## src/shared/pft_pkg.sv

```systemverilog
// Package with constants and types of the power supervisor and temperature readout.
// Contract
// - Overtemp, boost, inverter or input undervoltage disables all rails and returns to standby.
// - Global fault powers rails down in fixed order; power-good drops at once.
// - Single rail undervoltage disables that rail and dependents; converters stay up.
// - Rail enables act on edges only; a held high level never restarts.
// - Power-good released only when all four rails enabled and in regulation.
// - Temperature reading refreshes automatically every 60 seconds.
// - Thermistor voltage sampled by a 10-bit successive-approximation converter.
// - Result is 8-bit two's complement degrees; 0 gives 0x00, 25 gives 0x19.
// - Reading saturates at 0xf6 below minus ten and 0x55 above 85.
// - Bare address with read bit returns the temperature byte.
// - Write address, pointer, repeated start and read returns the addressed register.
// - After start shift in address, compare, acknowledge only on match.
// - Start is data falling with clock high; stop is data rising with clock high.
// - Data changes only while the serial clock is low, except start and stop.
// - Acknowledge every valid address, pointer and data byte received.
// - A transaction ends on stop or after the data word is transferred.
// - Serial data is only pulled low, never driven high.
// - Offset 0x00 holds the read-only temperature byte without reset value.
// - Latest result stays in the register until the next conversion; host may trigger.
// - Positive source needs negative source good; regulators and pumps need boost good.
package pft_pkg;
  localparam int CLK_HZ = 10_000_000;
  localparam int REFRESH_S = 60;
  localparam longint REFRESH_CYC = longint'(REFRESH_S) * CLK_HZ;
  localparam logic [7:0] REG_TEMP = 8'h00;
  localparam logic [6:0] SLAVE_ADDR_DEF = 7'h48;
  localparam logic [7:0] TEMP_MIN = 8'hf6;
  localparam logic [7:0] TEMP_MAX = 8'h55;
  localparam int ADC_BITS = 10;
  // Converter code that stands for minus ten degrees, one degree per eight codes above it.
  localparam logic [9:0] ADC_ZERO_CODE = 10'h0a;
  localparam logic [9:0] ADC_STEP = 10'h008;
  localparam int RAIL_N = 4;
  // Rail indices: negative source, negative gate, positive source, positive gate.
  localparam int RAIL_NSRC = 0;
  localparam int RAIL_NGATE = 1;
  localparam int RAIL_PSRC = 2;
  localparam int RAIL_PGATE = 3;
  // Power-down order runs from the highest index to the lowest.
  localparam logic [7:0] DOWN_STEP_CYC = 8'h10;

  typedef struct packed {
    logic overtemp_shutdown;
    logic pos_boost_undervolt;
    logic inv_conv_undervolt;
    logic input_undervolt_lockout;
  } pft_gfault_t;

  typedef struct packed {
    logic pos_gate_undervolt;
    logic pos_source_undervolt;
    logic neg_gate_undervolt;
    logic neg_source_undervolt;
  } pft_rfault_t;

  typedef enum logic [1:0] {
    PFT_STANDBY = 2'b00,
    PFT_ACTIVE = 2'b01,
    PFT_DOWN = 2'b10
  } pft_mode_t;

  typedef enum logic [2:0] {
    PFT_I_IDLE = 3'b000,
    PFT_I_ADDR = 3'b001,
    PFT_I_AACK = 3'b010,
    PFT_I_WBYTE = 3'b011,
    PFT_I_WACK = 3'b100,
    PFT_I_RBYTE = 3'b101,
    PFT_I_RACK = 3'b110
  } pft_i2c_t;
endpackage : pft_pkg

```

## src/hw/pft_sync.sv

```systemverilog
// Three-stage synchroniser with agreement filter for one pin.
`timescale 1ns/1ns
module pft_sync (
  // Clock and reset.
  input wire logic clk_sys,
  input wire logic reset,
  // Pin and filtered level.
  input wire logic pin,
  output logic level
);
  logic s1_q;
  logic s2_q;
  logic s3_q;
  always_ff @(posedge clk_sys) begin
    if (reset) begin
      s1_q <= 1'b1;
      s2_q <= 1'b1;
      s3_q <= 1'b1;
      level <= 1'b1;
    end else begin
      s1_q <= pin;
      s2_q <= s1_q;
      s3_q <= s2_q;
      if (s2_q == s3_q) begin
        level <= s3_q;
      end
    end
  end
endmodule : pft_sync

```

## src/hw/pft_sar.sv

```systemverilog
// Ten-bit successive-approximation control and translation to degrees.
`timescale 1ns/1ns
module pft_sar
  import pft_pkg::*;
(
  // Clock and reset.
  input wire logic clk_sys,
  input wire logic reset,
  // Conversion request and comparator.
  input wire logic start,
  input wire logic cmp_above,
  // Trial code to the DAC and result.
  output logic [ADC_BITS-1:0] dac_code,
  output logic done,
  output logic [7:0] temp
);
  logic [ADC_BITS-1:0] code_q;
  logic [3:0] bit_q;
  logic busy_q;
  logic [9:0] diff;
  logic [9:0] deg;
  assign dac_code = code_q;
  always_ff @(posedge clk_sys) begin
    if (reset) begin
      code_q <= '0;
      bit_q <= 4'h0;
      busy_q <= 1'b0;
      done <= 1'b0;
    end else begin
      done <= 1'b0;
      if (!busy_q && start) begin
        busy_q <= 1'b1;
        bit_q <= 4'h9;
        code_q <= 10'h200;
      end else if (busy_q) begin
        // Keep the trial bit while the input lies above the trial level.
        if (!cmp_above) begin
          code_q[bit_q] <= 1'b0;
        end
        if (bit_q == 4'h0) begin
          busy_q <= 1'b0;
          done <= 1'b1;
        end else begin
          code_q[bit_q - 4'h1] <= 1'b1;
          bit_q <= bit_q - 4'h1;
        end
      end
    end
  end
  always_comb begin
    diff = code_q - ADC_ZERO_CODE;
    deg = diff / ADC_STEP;
    // Saturate at both ends of the range.
    if (code_q <= ADC_ZERO_CODE) begin
      temp = TEMP_MIN;
    end else if (deg >= 10'd95) begin
      temp = TEMP_MAX;
    end else begin
      temp = deg[7:0] + TEMP_MIN;
    end
  end
endmodule : pft_sar

```

## src/hw/pft_top.sv

```systemverilog
// Fault supervisor, power-good, temperature readout and serial slave.
`timescale 1ns/1ns
module pft_top
  import pft_pkg::*;
#(
  parameter logic [6:0] SLAVE_ADDR = SLAVE_ADDR_DEF,
  parameter longint REFRESH_CYCLES = REFRESH_CYC
) (
  // Clock and reset.
  input wire logic clk_sys,
  input wire logic reset,
  // Rail enable pins and fault inputs.
  input wire logic [3:0] rail_enable_pin,
  input wire pft_pkg::pft_gfault_t gfault,
  input wire pft_pkg::pft_rfault_t rfault,
  input wire logic boost_good,
  input wire logic [3:0] rail_in_reg,
  // Rail enables to the regulators and mode.
  output logic [3:0] rail_en,
  output logic conv_en,
  output logic standby,
  // Open-drain power-good.
  output logic rails_ok_out_o,
  output logic rails_ok_out_oe,
  // Thermistor converter.
  input wire logic conv_trigger,
  input wire logic cmp_above,
  output logic [ADC_BITS-1:0] dac_code,
  // Serial bus pins.
  input wire logic scl_i,
  input wire logic sda_i,
  output logic sda_o,
  output logic sda_oe
);
  import pft_pkg::*;

  // Rail supervisor.
  logic [3:0] en_prev_q;
  logic [3:0] rail_q;
  pft_mode_t mode_q;
  logic [7:0] step_q;
  logic gf;
  logic [3:0] rf;
  logic [3:0] dep_kill;
  logic [3:0] rise;

  assign gf = |gfault;
  assign rf = rfault;
  assign rise = rail_enable_pin & ~en_prev_q;

  // A failing rail takes its dependents with it.
  always_comb begin
    dep_kill = rf;
    if (rf[RAIL_NSRC]) begin
      dep_kill[RAIL_PSRC] = 1'b1;
    end
    if (!boost_good) begin
      dep_kill = 4'hf;
    end
  end

  always_ff @(posedge clk_sys) begin
    if (reset) begin
      en_prev_q <= 4'h0;
    end else begin
      en_prev_q <= rail_enable_pin;
    end
  end

  always_ff @(posedge clk_sys) begin
    if (reset) begin
      rail_q <= 4'h0;
      mode_q <= PFT_STANDBY;
      step_q <= 8'h00;
    end else begin
      case (mode_q)
        PFT_STANDBY, PFT_ACTIVE: begin
          if (gf && rail_q != 4'h0) begin
            mode_q <= PFT_DOWN;
            step_q <= DOWN_STEP_CYC;
          end else if (!gf) begin
            // Only a fresh rising edge turns a rail on; falling edges turn it off.
            rail_q <= (rail_q | rise) & rail_enable_pin & ~dep_kill;
            if (rf != 4'h0 && boost_good) begin
              mode_q <= PFT_ACTIVE;
            end else begin
              mode_q <= (((rail_q | rise) & rail_enable_pin) != 4'h0) ? PFT_ACTIVE
                                                                       : PFT_STANDBY;
            end
          end
        end
        PFT_DOWN: begin
          // Drop the highest rail still on, one at a time.
          if (step_q != 8'h00) begin
            step_q <= step_q - 8'h01;
          end else if (rail_q[RAIL_PGATE]) begin
            rail_q[RAIL_PGATE] <= 1'b0;
            step_q <= DOWN_STEP_CYC;
          end else if (rail_q[RAIL_PSRC]) begin
            rail_q[RAIL_PSRC] <= 1'b0;
            step_q <= DOWN_STEP_CYC;
          end else if (rail_q[RAIL_NGATE]) begin
            rail_q[RAIL_NGATE] <= 1'b0;
            step_q <= DOWN_STEP_CYC;
          end else begin
            rail_q <= 4'h0;
            mode_q <= PFT_STANDBY;
          end
        end
        default: mode_q <= PFT_STANDBY;
      endcase
    end
  end

  always_ff @(posedge clk_sys) begin
    if (reset) begin
      rail_en <= 4'h0;
      conv_en <= 1'b0;
      standby <= 1'b1;
      rails_ok_out_oe <= 1'b1;
      rails_ok_out_o <= 1'b0;
    end else begin
      rail_en <= rail_q;
      conv_en <= (rail_q != 4'h0) && !gf;
      standby <= (mode_q == PFT_STANDBY);
      rails_ok_out_o <= 1'b0;
      // Release only with all rails on, in regulation and no fault.
      rails_ok_out_oe <= !((rail_q == 4'hf) && (rail_in_reg == 4'hf) && !gf && rf == 4'h0
                          && mode_q == PFT_ACTIVE);
    end
  end

  // Temperature refresh and storage.
  logic [39:0] tick_q;
  logic conv_start;
  logic conv_done;
  logic [7:0] conv_temp;
  logic [7:0] temp_reading_q;

  always_ff @(posedge clk_sys) begin
    if (reset) begin
      tick_q <= 40'h0;
    end else if (tick_q >= 40'(REFRESH_CYCLES - 1)) begin
      tick_q <= 40'h0;
    end else begin
      tick_q <= tick_q + 40'h1;
    end
  end
  assign conv_start = (tick_q == 40'h0) || conv_trigger;

  pft_sar u_sar (
    .clk_sys(clk_sys),
    .reset(reset),
    .start(conv_start),
    .cmp_above(cmp_above),
    .dac_code(dac_code),
    .done(conv_done),
    .temp(conv_temp)
  );

  // No reset: the reading has no defined value until the first conversion.
  always_ff @(posedge clk_sys) begin
    if (conv_done) begin
      temp_reading_q <= conv_temp;
    end
  end

  // Serial slave.
  logic scl_s;
  logic sda_s;
  logic scl_p_q;
  logic sda_p_q;
  pft_sync u_scl (.clk_sys(clk_sys), .reset(reset), .pin(scl_i), .level(scl_s));
  pft_sync u_sda (.clk_sys(clk_sys), .reset(reset), .pin(sda_i), .level(sda_s));

  logic scl_rise;
  logic scl_fall;
  logic start_c;
  logic stop_c;
  always_ff @(posedge clk_sys) begin
    if (reset) begin
      scl_p_q <= 1'b1;
      sda_p_q <= 1'b1;
    end else begin
      scl_p_q <= scl_s;
      sda_p_q <= sda_s;
    end
  end
  assign scl_rise = scl_s && !scl_p_q;
  assign scl_fall = !scl_s && scl_p_q;
  assign start_c = scl_s && scl_p_q && sda_p_q && !sda_s;
  assign stop_c = scl_s && scl_p_q && !sda_p_q && sda_s;

  pft_i2c_t ist_q;
  logic [7:0] sh_q;
  logic [2:0] cnt_q;
  // Set once eight bits are in, so that an all-zero pointer byte is still taken.
  logic full_q;
  logic ptr_next_q;
  logic [7:0] ptr_q;
  logic [7:0] rd_data;

  assign rd_data = (ptr_q == REG_TEMP) ? temp_reading_q : 8'h00;

  always_ff @(posedge clk_sys) begin
    if (reset) begin
      ist_q <= PFT_I_IDLE;
      sh_q <= 8'h00;
      cnt_q <= 3'h0;
      full_q <= 1'b0;
      ptr_next_q <= 1'b0;
      ptr_q <= REG_TEMP;
      sda_oe <= 1'b0;
      sda_o <= 1'b0;
    end else begin
      sda_o <= 1'b0;
      if (stop_c) begin
        ist_q <= PFT_I_IDLE;
        sda_oe <= 1'b0;
        ptr_q <= REG_TEMP;
      end else if (start_c) begin
        ist_q <= PFT_I_ADDR;
        cnt_q <= 3'h0;
        sh_q <= 8'h00;
        full_q <= 1'b0;
        sda_oe <= 1'b0;
      end else begin
        case (ist_q)
          PFT_I_IDLE: sda_oe <= 1'b0;
          PFT_I_ADDR, PFT_I_WBYTE: begin
            if (scl_rise) begin
              sh_q <= {sh_q[6:0], sda_s};
              cnt_q <= cnt_q + 3'h1;
              if (cnt_q == 3'h7) begin
                full_q <= 1'b1;
              end
            end
            if (scl_fall && full_q) begin
              full_q <= 1'b0;
              if (ist_q == PFT_I_ADDR) begin
                if (sh_q[7:1] == SLAVE_ADDR) begin
                  ist_q <= PFT_I_AACK;
                  sda_oe <= 1'b1;
                end else begin
                  ist_q <= PFT_I_IDLE;
                end
              end else begin
                ist_q <= PFT_I_WACK;
                sda_oe <= 1'b1;
                if (ptr_next_q) begin
                  ptr_q <= sh_q;
                end
                ptr_next_q <= 1'b0;
              end
            end
          end
          PFT_I_AACK, PFT_I_WACK: begin
            // Release after the acknowledge clock; load read data while clock is low.
            if (scl_fall) begin
              cnt_q <= 3'h0;
              sh_q <= 8'h00;
              if (ist_q == PFT_I_AACK && sh_q[0]) begin
                ist_q <= PFT_I_RBYTE;
                sh_q <= {rd_data[6:0], 1'b1};
                sda_oe <= !rd_data[7];
              end else begin
                if (ist_q == PFT_I_AACK) begin
                  ptr_next_q <= 1'b1;
                end
                ist_q <= PFT_I_WBYTE;
                sda_oe <= 1'b0;
              end
            end
          end
          PFT_I_RBYTE: begin
            if (scl_fall) begin
              cnt_q <= cnt_q + 3'h1;
              if (cnt_q == 3'h7) begin
                ist_q <= PFT_I_RACK;
                sda_oe <= 1'b0;
              end else begin
                sda_oe <= !sh_q[7];
                sh_q <= {sh_q[6:0], 1'b1};
              end
            end
          end
          PFT_I_RACK: begin
            // One data word ends the transfer whatever the master answers.
            if (scl_fall) begin
              ist_q <= PFT_I_IDLE;
            end
          end
          default: ist_q <= PFT_I_IDLE;
        endcase
      end
    end
  end

  global_down_a: assert property (@(posedge clk_sys) disable iff (reset)
    gf && rail_q != 4'h0 && mode_q != PFT_DOWN |=> mode_q == PFT_DOWN)
    else $error("Global fault did not start power-down.");
  good_drop_a: assert property (@(posedge clk_sys) disable iff (reset)
    gf |=> rails_ok_out_oe)
    else $error("Power-good not pulled low on global fault.");
  rail_fault_a: assert property (@(posedge clk_sys) disable iff (reset)
    rf[RAIL_NSRC] && !gf && mode_q != PFT_DOWN |=> !rail_q[RAIL_NSRC] && !rail_q[RAIL_PSRC])
    else $error("Faulted rail or dependent stayed on.");
  edge_only_a: assert property (@(posedge clk_sys) disable iff (reset)
    !rail_q[0] && en_prev_q[0] && rail_enable_pin[0] ##1 mode_q != PFT_DOWN |-> !rail_q[0])
    else $error("Held enable restarted a rail.");
  good_release_a: assert property (@(posedge clk_sys) disable iff (reset)
    !rails_ok_out_oe |-> $past(rail_q) == 4'hf)
    else $error("Power-good released with a rail off.");
  od_only_a: assert property (@(posedge clk_sys) disable iff (reset)
    !sda_o && !rails_ok_out_o)
    else $error("Open-drain pin driven high.");
  nack_other_a: assert property (@(posedge clk_sys) disable iff (reset)
    ist_q == PFT_I_ADDR && scl_fall && full_q
    && sh_q[7:1] != SLAVE_ADDR && !start_c && !stop_c |=> !sda_oe)
    else $error("Acknowledged a foreign address.");
  stop_idle_a: assert property (@(posedge clk_sys) disable iff (reset)
    stop_c |=> ist_q == PFT_I_IDLE && !sda_oe ##1 ist_q == PFT_I_IDLE)
    else $error("Stop did not end the transfer.");
endmodule : pft_top

```

## config.mk

```make
export PLATFORM = sky130hd
export DESIGN_NAME = pft_top
export DESIGN_NICKNAME = d
export VERILOG_FILES = /design/src/shared/pft_pkg.sv /design/src/hw/pft_sync.sv /design/src/hw/pft_sar.sv /design/src/hw/pft_top.sv
export SDC_FILE = /design/constraint.sdc
export NUM_CORES = 1
export LEC_CHECK = 0
export ABC_CLOCK_PERIOD_IN_PS = 6180
export BUFFER_PORTS_ARGS = -buffer_cell sky130_fd_sc_hd__buf_4
export CAP_MARGIN = 10
export CORE_ASPECT_RATIO = 0.7
export CORE_MARGIN = 1
export CORE_UTILIZATION = 60
export CTS_CLUSTER_DIAMETER = 150
export DETAILED_ROUTE_END_ITERATION = 10
export GPL_TIMING_DRIVEN = 0
export PLACE_DENSITY = 0.8
export SETUP_SLACK_MARGIN = 0.02
export SLEW_MARGIN = 5
export SYNTH_ARGS = -nofsm -noshare
export SYNTH_HDL_FRONTEND = slang
export SYNTH_SLANG_ARGS = --single-unit
```

## constraint.sdc

```tcl
create_clock -name clk_sys -period 6.18 [get_ports clk_sys]
set_clock_uncertainty 0.05 [all_clocks]
set_input_delay 0 -clock clk_sys [delete_from_list [all_inputs] [get_ports clk_sys]]
set_output_delay 0 -clock clk_sys [all_outputs]
set_load 0.02 [all_outputs]
```

======== Word level (Yosys, flattened, before mapping) ========
Cells that the tools add are included.
word-level totals
  output and inout bits ................... 20
  input bits .............................. 23
  register bits after elaboration ......... 124
  word-level logic and storage cells ...... 264
operators by class
  reduce and logical (&&, ||, !) cells .... 73
  add/sub/neg operators ................... 6
  bitwise logic cells ..................... 15
  equal/unequal tests ..................... 41
  order comparisons ....................... 7
  multiplexer cells ....................... 84
operators with widths
  operator                                                                       count
  8-bit two-way mux                                                              13
  10-bit two-way mux                                                             7
  40-bit by 1-bit adder with 40-bit output (second input constant)               1
  40-bit by 30-bit >= comparator with 1-bit output (second input constant)       1
  40-bit logical NOT                                                             1
  3-bit two-way mux                                                              11
  2-bit != test (second input constant)                                          16
  1-bit two-way mux                                                              28
  4-bit two-way mux                                                              7
  3-bit != test (second input constant)                                          9
  5-bit AND reduction                                                            5
  8-bit case mux with 3 select lines                                             1
  6-bit AND reduction                                                            4
  4-bit nonzero test                                                             5
  1-bit logical AND                                                              19
  2-bit two-way mux                                                              8
  8-bit case mux with 2 select lines                                             1
  3-bit case mux with 5 select lines                                             1
  2-bit OR reduction                                                             7
  4-bit AND                                                                      3
  3-bit == test (second input constant)                                          4
  10-bit AND                                                                     1
  10-bit by 4-bit <= comparator with 1-bit output (second input constant)        1
  4-bit by 5-bit less-than comparator with 1-bit output (second input constant)  2
  43 further kinds                                                               70

======== Logic depth before layout (Yosys ltp) ========
  depth after elaboration ................. 14
  mapped depth ............................ 9
  mapped depth without buffers ............ 9

======== Hierarchy ========
From an unflattened synthesis, not the netlist that was laid out.
second synthesis, totals
  cells, all modules ...................... 656
  area total of the unflattened synthesis .. 5962.0 um^2
by module, submodules not included
  module    times used  area an instance (um^2)  cells an instance  sequential area each (um^2)
  pft_top   1           4596.9                   497                2082.0
  pft_sar   1           1134.8                   139                320.3
  pft_sync  2           115.1                    10                 80.1

======== Least setup slack after synthesis ========
No wires, ideal clock.
  path type ............................... register -> register
  start ................................... reg u_sar.code_q[3] (netlist: u_sar.dac_code[3])
  end ..................................... reg temp_reading_q[5] (data pin)
  path buffers ............................ 0
  data required time ...................... 5871 ps
  stages on the path, launching flop included .. 10
  arrival time ............................ 2004 ps
  path slack .............................. 3867 ps
  cell sequence ........................... dfxtp_1 o21a_4 or3_4 nand2_1 inv_1 ha_1 nand2_1 or3_4 and4b_1 a211o_1
between the ends
  cells in the longest elaborated chain, start to end .. 3
  elaborated cells between the ends (all ways) .. 5
  classes of those cells .................. add/sub: 2; order compare: 2; mux: 1
ends and longest elaborated chain
  item                                                                                  RTL line                      source
  start, declared                                                                       pft_sar.sv:17                 logic [ADC_BITS-1:0] code_q;
  start signal, assigned                                                                pft_sar.sv:25                 code_q <= '0;
  start signal, assigned                                                                pft_sar.sv:34                 code_q <= 10'h200;
  start signal, assigned by index                                                       pft_sar.sv:38                 code_q[bit_q] <= 1'b0;
  10-bit by 4-bit subtractor with 10-bit output                                         pft_sar.sv:51                 diff = code_q - ADC_ZERO_CODE;
  7-bit by 8-bit adder with 8-bit output / 7-bit >= comparator (equally long branches)  pft_sar.sv:59, pft_sar.sv:56
  8-bit two-way mux                                                                     pft_sar.sv:56                 end else if (deg >= 10'd95) begin
  end signal, assigned                                                                  pft_top.sv:164                temp_reading_q <= conv_temp;
  end, declared                                                                         pft_top.sv:138                logic [7:0] temp_reading_q;
Parallel ways exist; a longest one is shown, timed or not.
A chain may end at the register's enable or synchronous reset.

======== Worst setup path in the final report ========
  start ................................... reg mode_q[0]
  end ..................................... reg rails_ok_out_oe
between the ends
  cells in the longest elaborated chain, start to end .. 3
ends and longest elaborated chain
  item                                      RTL line        source
  start, declared                           pft_top.sv:40   pft_mode_t mode_q;
  start signal, assigned                    pft_top.sv:87   mode_q <= (((rail_q | rise) & rail_enable_pin) != 4'h0) ? PFT_ACTIVE
  2-bit by 1-bit == test with 1-bit output  pft_top.sv:129  && mode_q == PFT_ACTIVE);
  1-bit logical AND                         pft_top.sv:129
  1-bit logical NOT                         pft_top.sv:128  rails_ok_out_oe <= !((rail_q == 4'hf) && (rail_in_reg == 4'hf) && !gf && rf == 4'h0
  end signal, assigned                      pft_top.sv:128
  end, declared                             pft_top.sv:24   output logic rails_ok_out_oe,
No other way between the ends.

==> metrics.log <==
[metrics] result of the run: finished clean
[metrics] first-pass GRT wire length: roughly 24000 um
[metrics] netlist area before placement: 5800 um2
[metrics] Syn Area/Cell: 8.79 um2
[metrics] accumulated negative setup slack: 0 ns
[metrics] number of buffers inserted for hold repair after clock tree synthesis: 19
[metrics] number of iterations in the first detailed-routing pass: 5
[metrics] Die Span X: 120 um
[metrics] post-cts repair resize count: 0
[metrics] gpl congestion: 0.932
[metrics] total routed wirelength: ~14000 um
[metrics] portion of the clock cycle consumed by the worst path in the final layout: 41.0%
[metrics] Critical Path Sink Type: register
[metrics] final std cell area, no fill: 7110 um2
[metrics] sequential area share after synthesis: 44.2%
[metrics] worst setup path category: register to register
[metrics] clock transition at the register clock pins on the worst setup and hold paths after CTS: 0.06 ns
[metrics] Power, Total: 2.05 mW
[metrics] area grow syn2layout: 22.5%
[metrics] iteration-0 DRC count of the detailed router: 427
[metrics] slew at the pin with the worst max-slew slack: about 0.66 ns
[metrics] CTS tree: done
[metrics] final setup vio count: 0
[metrics] commonest non-fill, non-tap cell in the layout: sky130_fd_sc_hd__dfxtp_1
[metrics] clk sink count: about 120
[metrics] number of instances in the synthesized netlist: 660
[metrics] CTS Buf Count: 17
[metrics] pin count of the biggest net entering global routing: 17
[metrics] Avg WL per Cell: 16.0 um
[metrics] highest fanout seen on the critical path: 5
[metrics] Buffers on Ports: 39
[metrics] Yosys warning count: 0
[metrics] number of antenna cells inserted: 0
[metrics] Remaining DRCs: 0
[metrics] vias: 5235
[metrics] Die Outline Area: 10100 um2
[metrics] Worst path slowest cell: sky130_fd_sc_hd__dlygate4sd3_1
[metrics] min Tclk post-route: 2.53 ns
[metrics] kind of cell adding the most delay to the critical path: buffers and inverters
[metrics] via count of the first global-routing pass: between 5000 and 6000
[metrics] global-route congestion overflow total: 0
[metrics] classification of the worst-slack hold path: input pin to register
[metrics] most area-consuming cells after synthesis: sky130_fd_sc_hd__dfxtp_1 (40%), sky130_fd_sc_hd__nor2_1 (5.6%), sky130_fd_sc_hd__edfxtp_1 (4.1%)
[metrics] most frequent cell on the critical path: sky130_fd_sc_hd__dlygate4sd3_1
[metrics] total of flip-flops plus latches after synthesis: ~120
[metrics] largest stage delay on the critical path: 0.58 ns
[metrics] headroom to the max-slew limit: between 50 and 60%
[metrics] worst supply voltage drop on vdd: 279 uV
[metrics] Synth async-reset ratio: 0%
[metrics] fraction of layout cells with a size suffix above 1: 13.4%
[metrics] required time at the worst-slack endpoint: 6.44 ns
[metrics] count of nets after finishing: 784
[metrics] number of buffers between clock root and the deepest sink: 2
[metrics] pwr/cell area: 288 nW/um2
[metrics] Post-synth EDFFs: 8
[metrics] Max-cap violations: 0
[metrics] RSZ-0062 raised after global routing: no
[metrics] crit start category: register
[metrics] Setup Buffers After CTS: 0
[metrics] Most used DFF post-synth: sky130_fd_sc_hd__dfxtp_1
[metrics] H-tree lvl count: 4
[metrics] Final HPWL DP: ~9200 um
[metrics] data arrival time of the critical path: 2.80 ns
[metrics] starting density of the core: 62.9%
[metrics] Die Y-Extent: 84.3 um
[metrics] number of slew-limit violations in the final report: 0
[metrics] Placement Cell Area: 6290 um2
[metrics] average via count per standard cell: 5.92
[metrics] top-level I/O count: 43
[metrics] Yosys top cell area share: 40.0%
[metrics] number of hold-slack violations in the final timing report: 0
[metrics] antenna-violating nets left: 0
[metrics] Bufs and invs on worst path: 3
[metrics] dominant cell type by area after synthesis: sky130_fd_sc_hd__dfxtp_1
[metrics] leakage: 2.65 nW
[metrics] critical-path cell list: nand4_1 -> dlygate4sd3_1 -> nor2_1 -> dlygate4sd3_1 -> nand4_1 -> dlygate4sd3_1
[metrics] Core ar.: between 9000 and 10000 um2
[metrics] clock latency on the worst-skew pair: 0.43 ns
[metrics] most frequent cells in the layout: sky130_fd_sc_hd__dfxtp_1 (116), sky130_fd_sc_hd__nor2_1 (87), sky130_fd_sc_hd__nand2_1 (43)
[metrics] Highest Clock Rate: 0.394 GHz
[metrics] Root Buffer: sky130_fd_sc_hd__clkbuf_16
[metrics] initial antenna violation count: 0
[metrics] post-synthesis cell type count: 71
[metrics] worst-case hold slack: around 0.0032 ns
[metrics] number of placement rows: 29
[metrics] All-Layer GR Usage: 29.6%
## power by group
part	switching [mW]	total, mW	leakage, nW	internal [mW]
sequential	0.0180	0.848	1.01	0.830
clock	0.374	1.04	0.300	0.668
combinational	0.0917	0.155	1.34	0.0637
total	0.484	2.05	2.65	1.56
## per-layer routing
metal / GRT usage (%) / routed length (um) / vias up
li1: - / - / 2545
met1: 38.0 / 6450 / 2464
met2: 49.4 / 6570 / 199
met3: 6.25 / 893 / 27
met4: 10.5 / 228 / 0
met5: 0 / 0 / -
## worst paths after layout
| path | slack (ns) | cells past startpoint | from | end |
|---|---|---|---|---|
| worst min-delay path | 0.003 | 4 | boost_good | rail_q[2] |
| worst max register to register | 3.65 | 6 | mode_q[0] | rails_ok_out_oe |
| worst min register to register | 0.37 | 1 | u_scl.s1_q | u_scl.s2_q |
| worst max-delay path | 3.65 | 6 | mode_q[0] | rails_ok_out_oe |
## Yosys cell counts, types with 6 or more instances
library cell,instances
sky130_fd_sc_hd__inv_1,24
sky130_fd_sc_hd__nand2_1,43
sky130_fd_sc_hd__nand3_1,18
sky130_fd_sc_hd__dfxtp_1,116
sky130_fd_sc_hd__nand4b_1,6
sky130_fd_sc_hd__edfxtp_1,8
sky130_fd_sc_hd__clkbuf_1,23
sky130_fd_sc_hd__nor2b_1,16
sky130_fd_sc_hd__ha_1,13
sky130_fd_sc_hd__xnor2_1,22
sky130_fd_sc_hd__o21ai_0,21
sky130_fd_sc_hd__nor3_1,26
sky130_fd_sc_hd__xor2_1,14
sky130_fd_sc_hd__or2_2,10
sky130_fd_sc_hd__mux2i_1,11
sky130_fd_sc_hd__a21oi_1,34
sky130_fd_sc_hd__a221oi_1,7
sky130_fd_sc_hd__nand4_1,10
sky130_fd_sc_hd__a31oi_1,6
sky130_fd_sc_hd__nor2_1,87
sky130_fd_sc_hd__a32oi_1,7
sky130_fd_sc_hd__nand2b_1,9
sky130_fd_sc_hd__o21a_1,7
sky130_fd_sc_hd__and4_1,9
sky130_fd_sc_hd__nor4_1,17
## kinds of logic (layout without fill, tap and decap cells)
family | Yosys count | after routing | synth area share (%)
buffers and inverters | 56 | 146 | 3.93
and+or+nand+nor | 286 | 286 | 25.9
other | 1 | 12 | 0.0646
adders and majority gates | 13 | 13 | 2.80
DFF | 124 | 124 | 44.2
xor gates and xnor gates | 36 | 36 | 5.44
muxes | 11 | 11 | 1.90
AOI/OAI and AO/OA | 133 | 133 | 15.8
## through the flow
stage | worst slack, ns | util, % | instances
2_1_floorplan | 3.87 | - | 671
3_3_place_gp | 3.86 | 68.2 | 834
3_5_place_dp | 3.79 | 68.2 | 834
4_1_cts | 3.69 | 77.1 | 885
5_1_grt | 3.52 | 77.1 | 885
6_report | 3.65 | 77.1 | 885
## tightest hold or removal path: stages
cell and delay, ns:
sky130_fd_sc_hd__buf_4 0.13, sky130_fd_sc_hd__nand2_1 0.05, sky130_fd_sc_hd__nor3_1 0.06, sky130_fd_sc_hd__a41o_1 0.18
## state kept, by name (all words and copies together), names as in the netlist, 2 cells and up
name            flops
temp_reading_q      8
sh_q                8
ptr_q               8
u_sar.dac_code     10
rail_en             4
u_sar.bit_q         4
rail_q              4
ist_q               3
mode_q              2
step_q              8
cnt_q               3
en_prev_q           4
tick_q             40
## area by class of cell
cell class / count / area (um2)
Timing Repair Buffer: 58 / 483
Clock inverter: 12 / 159
Tap cell: 124 / 155
Inverter: 24 / 90.1
Fill cell: 644 / 2110
Sequential cell: 124 / 2560
Buffer: 32 / 138
Clock buffer: 20 / 467
Multi-Input combinational cell: 491 / 3050
Note: power is estimated with default switching activity, not from simulation.
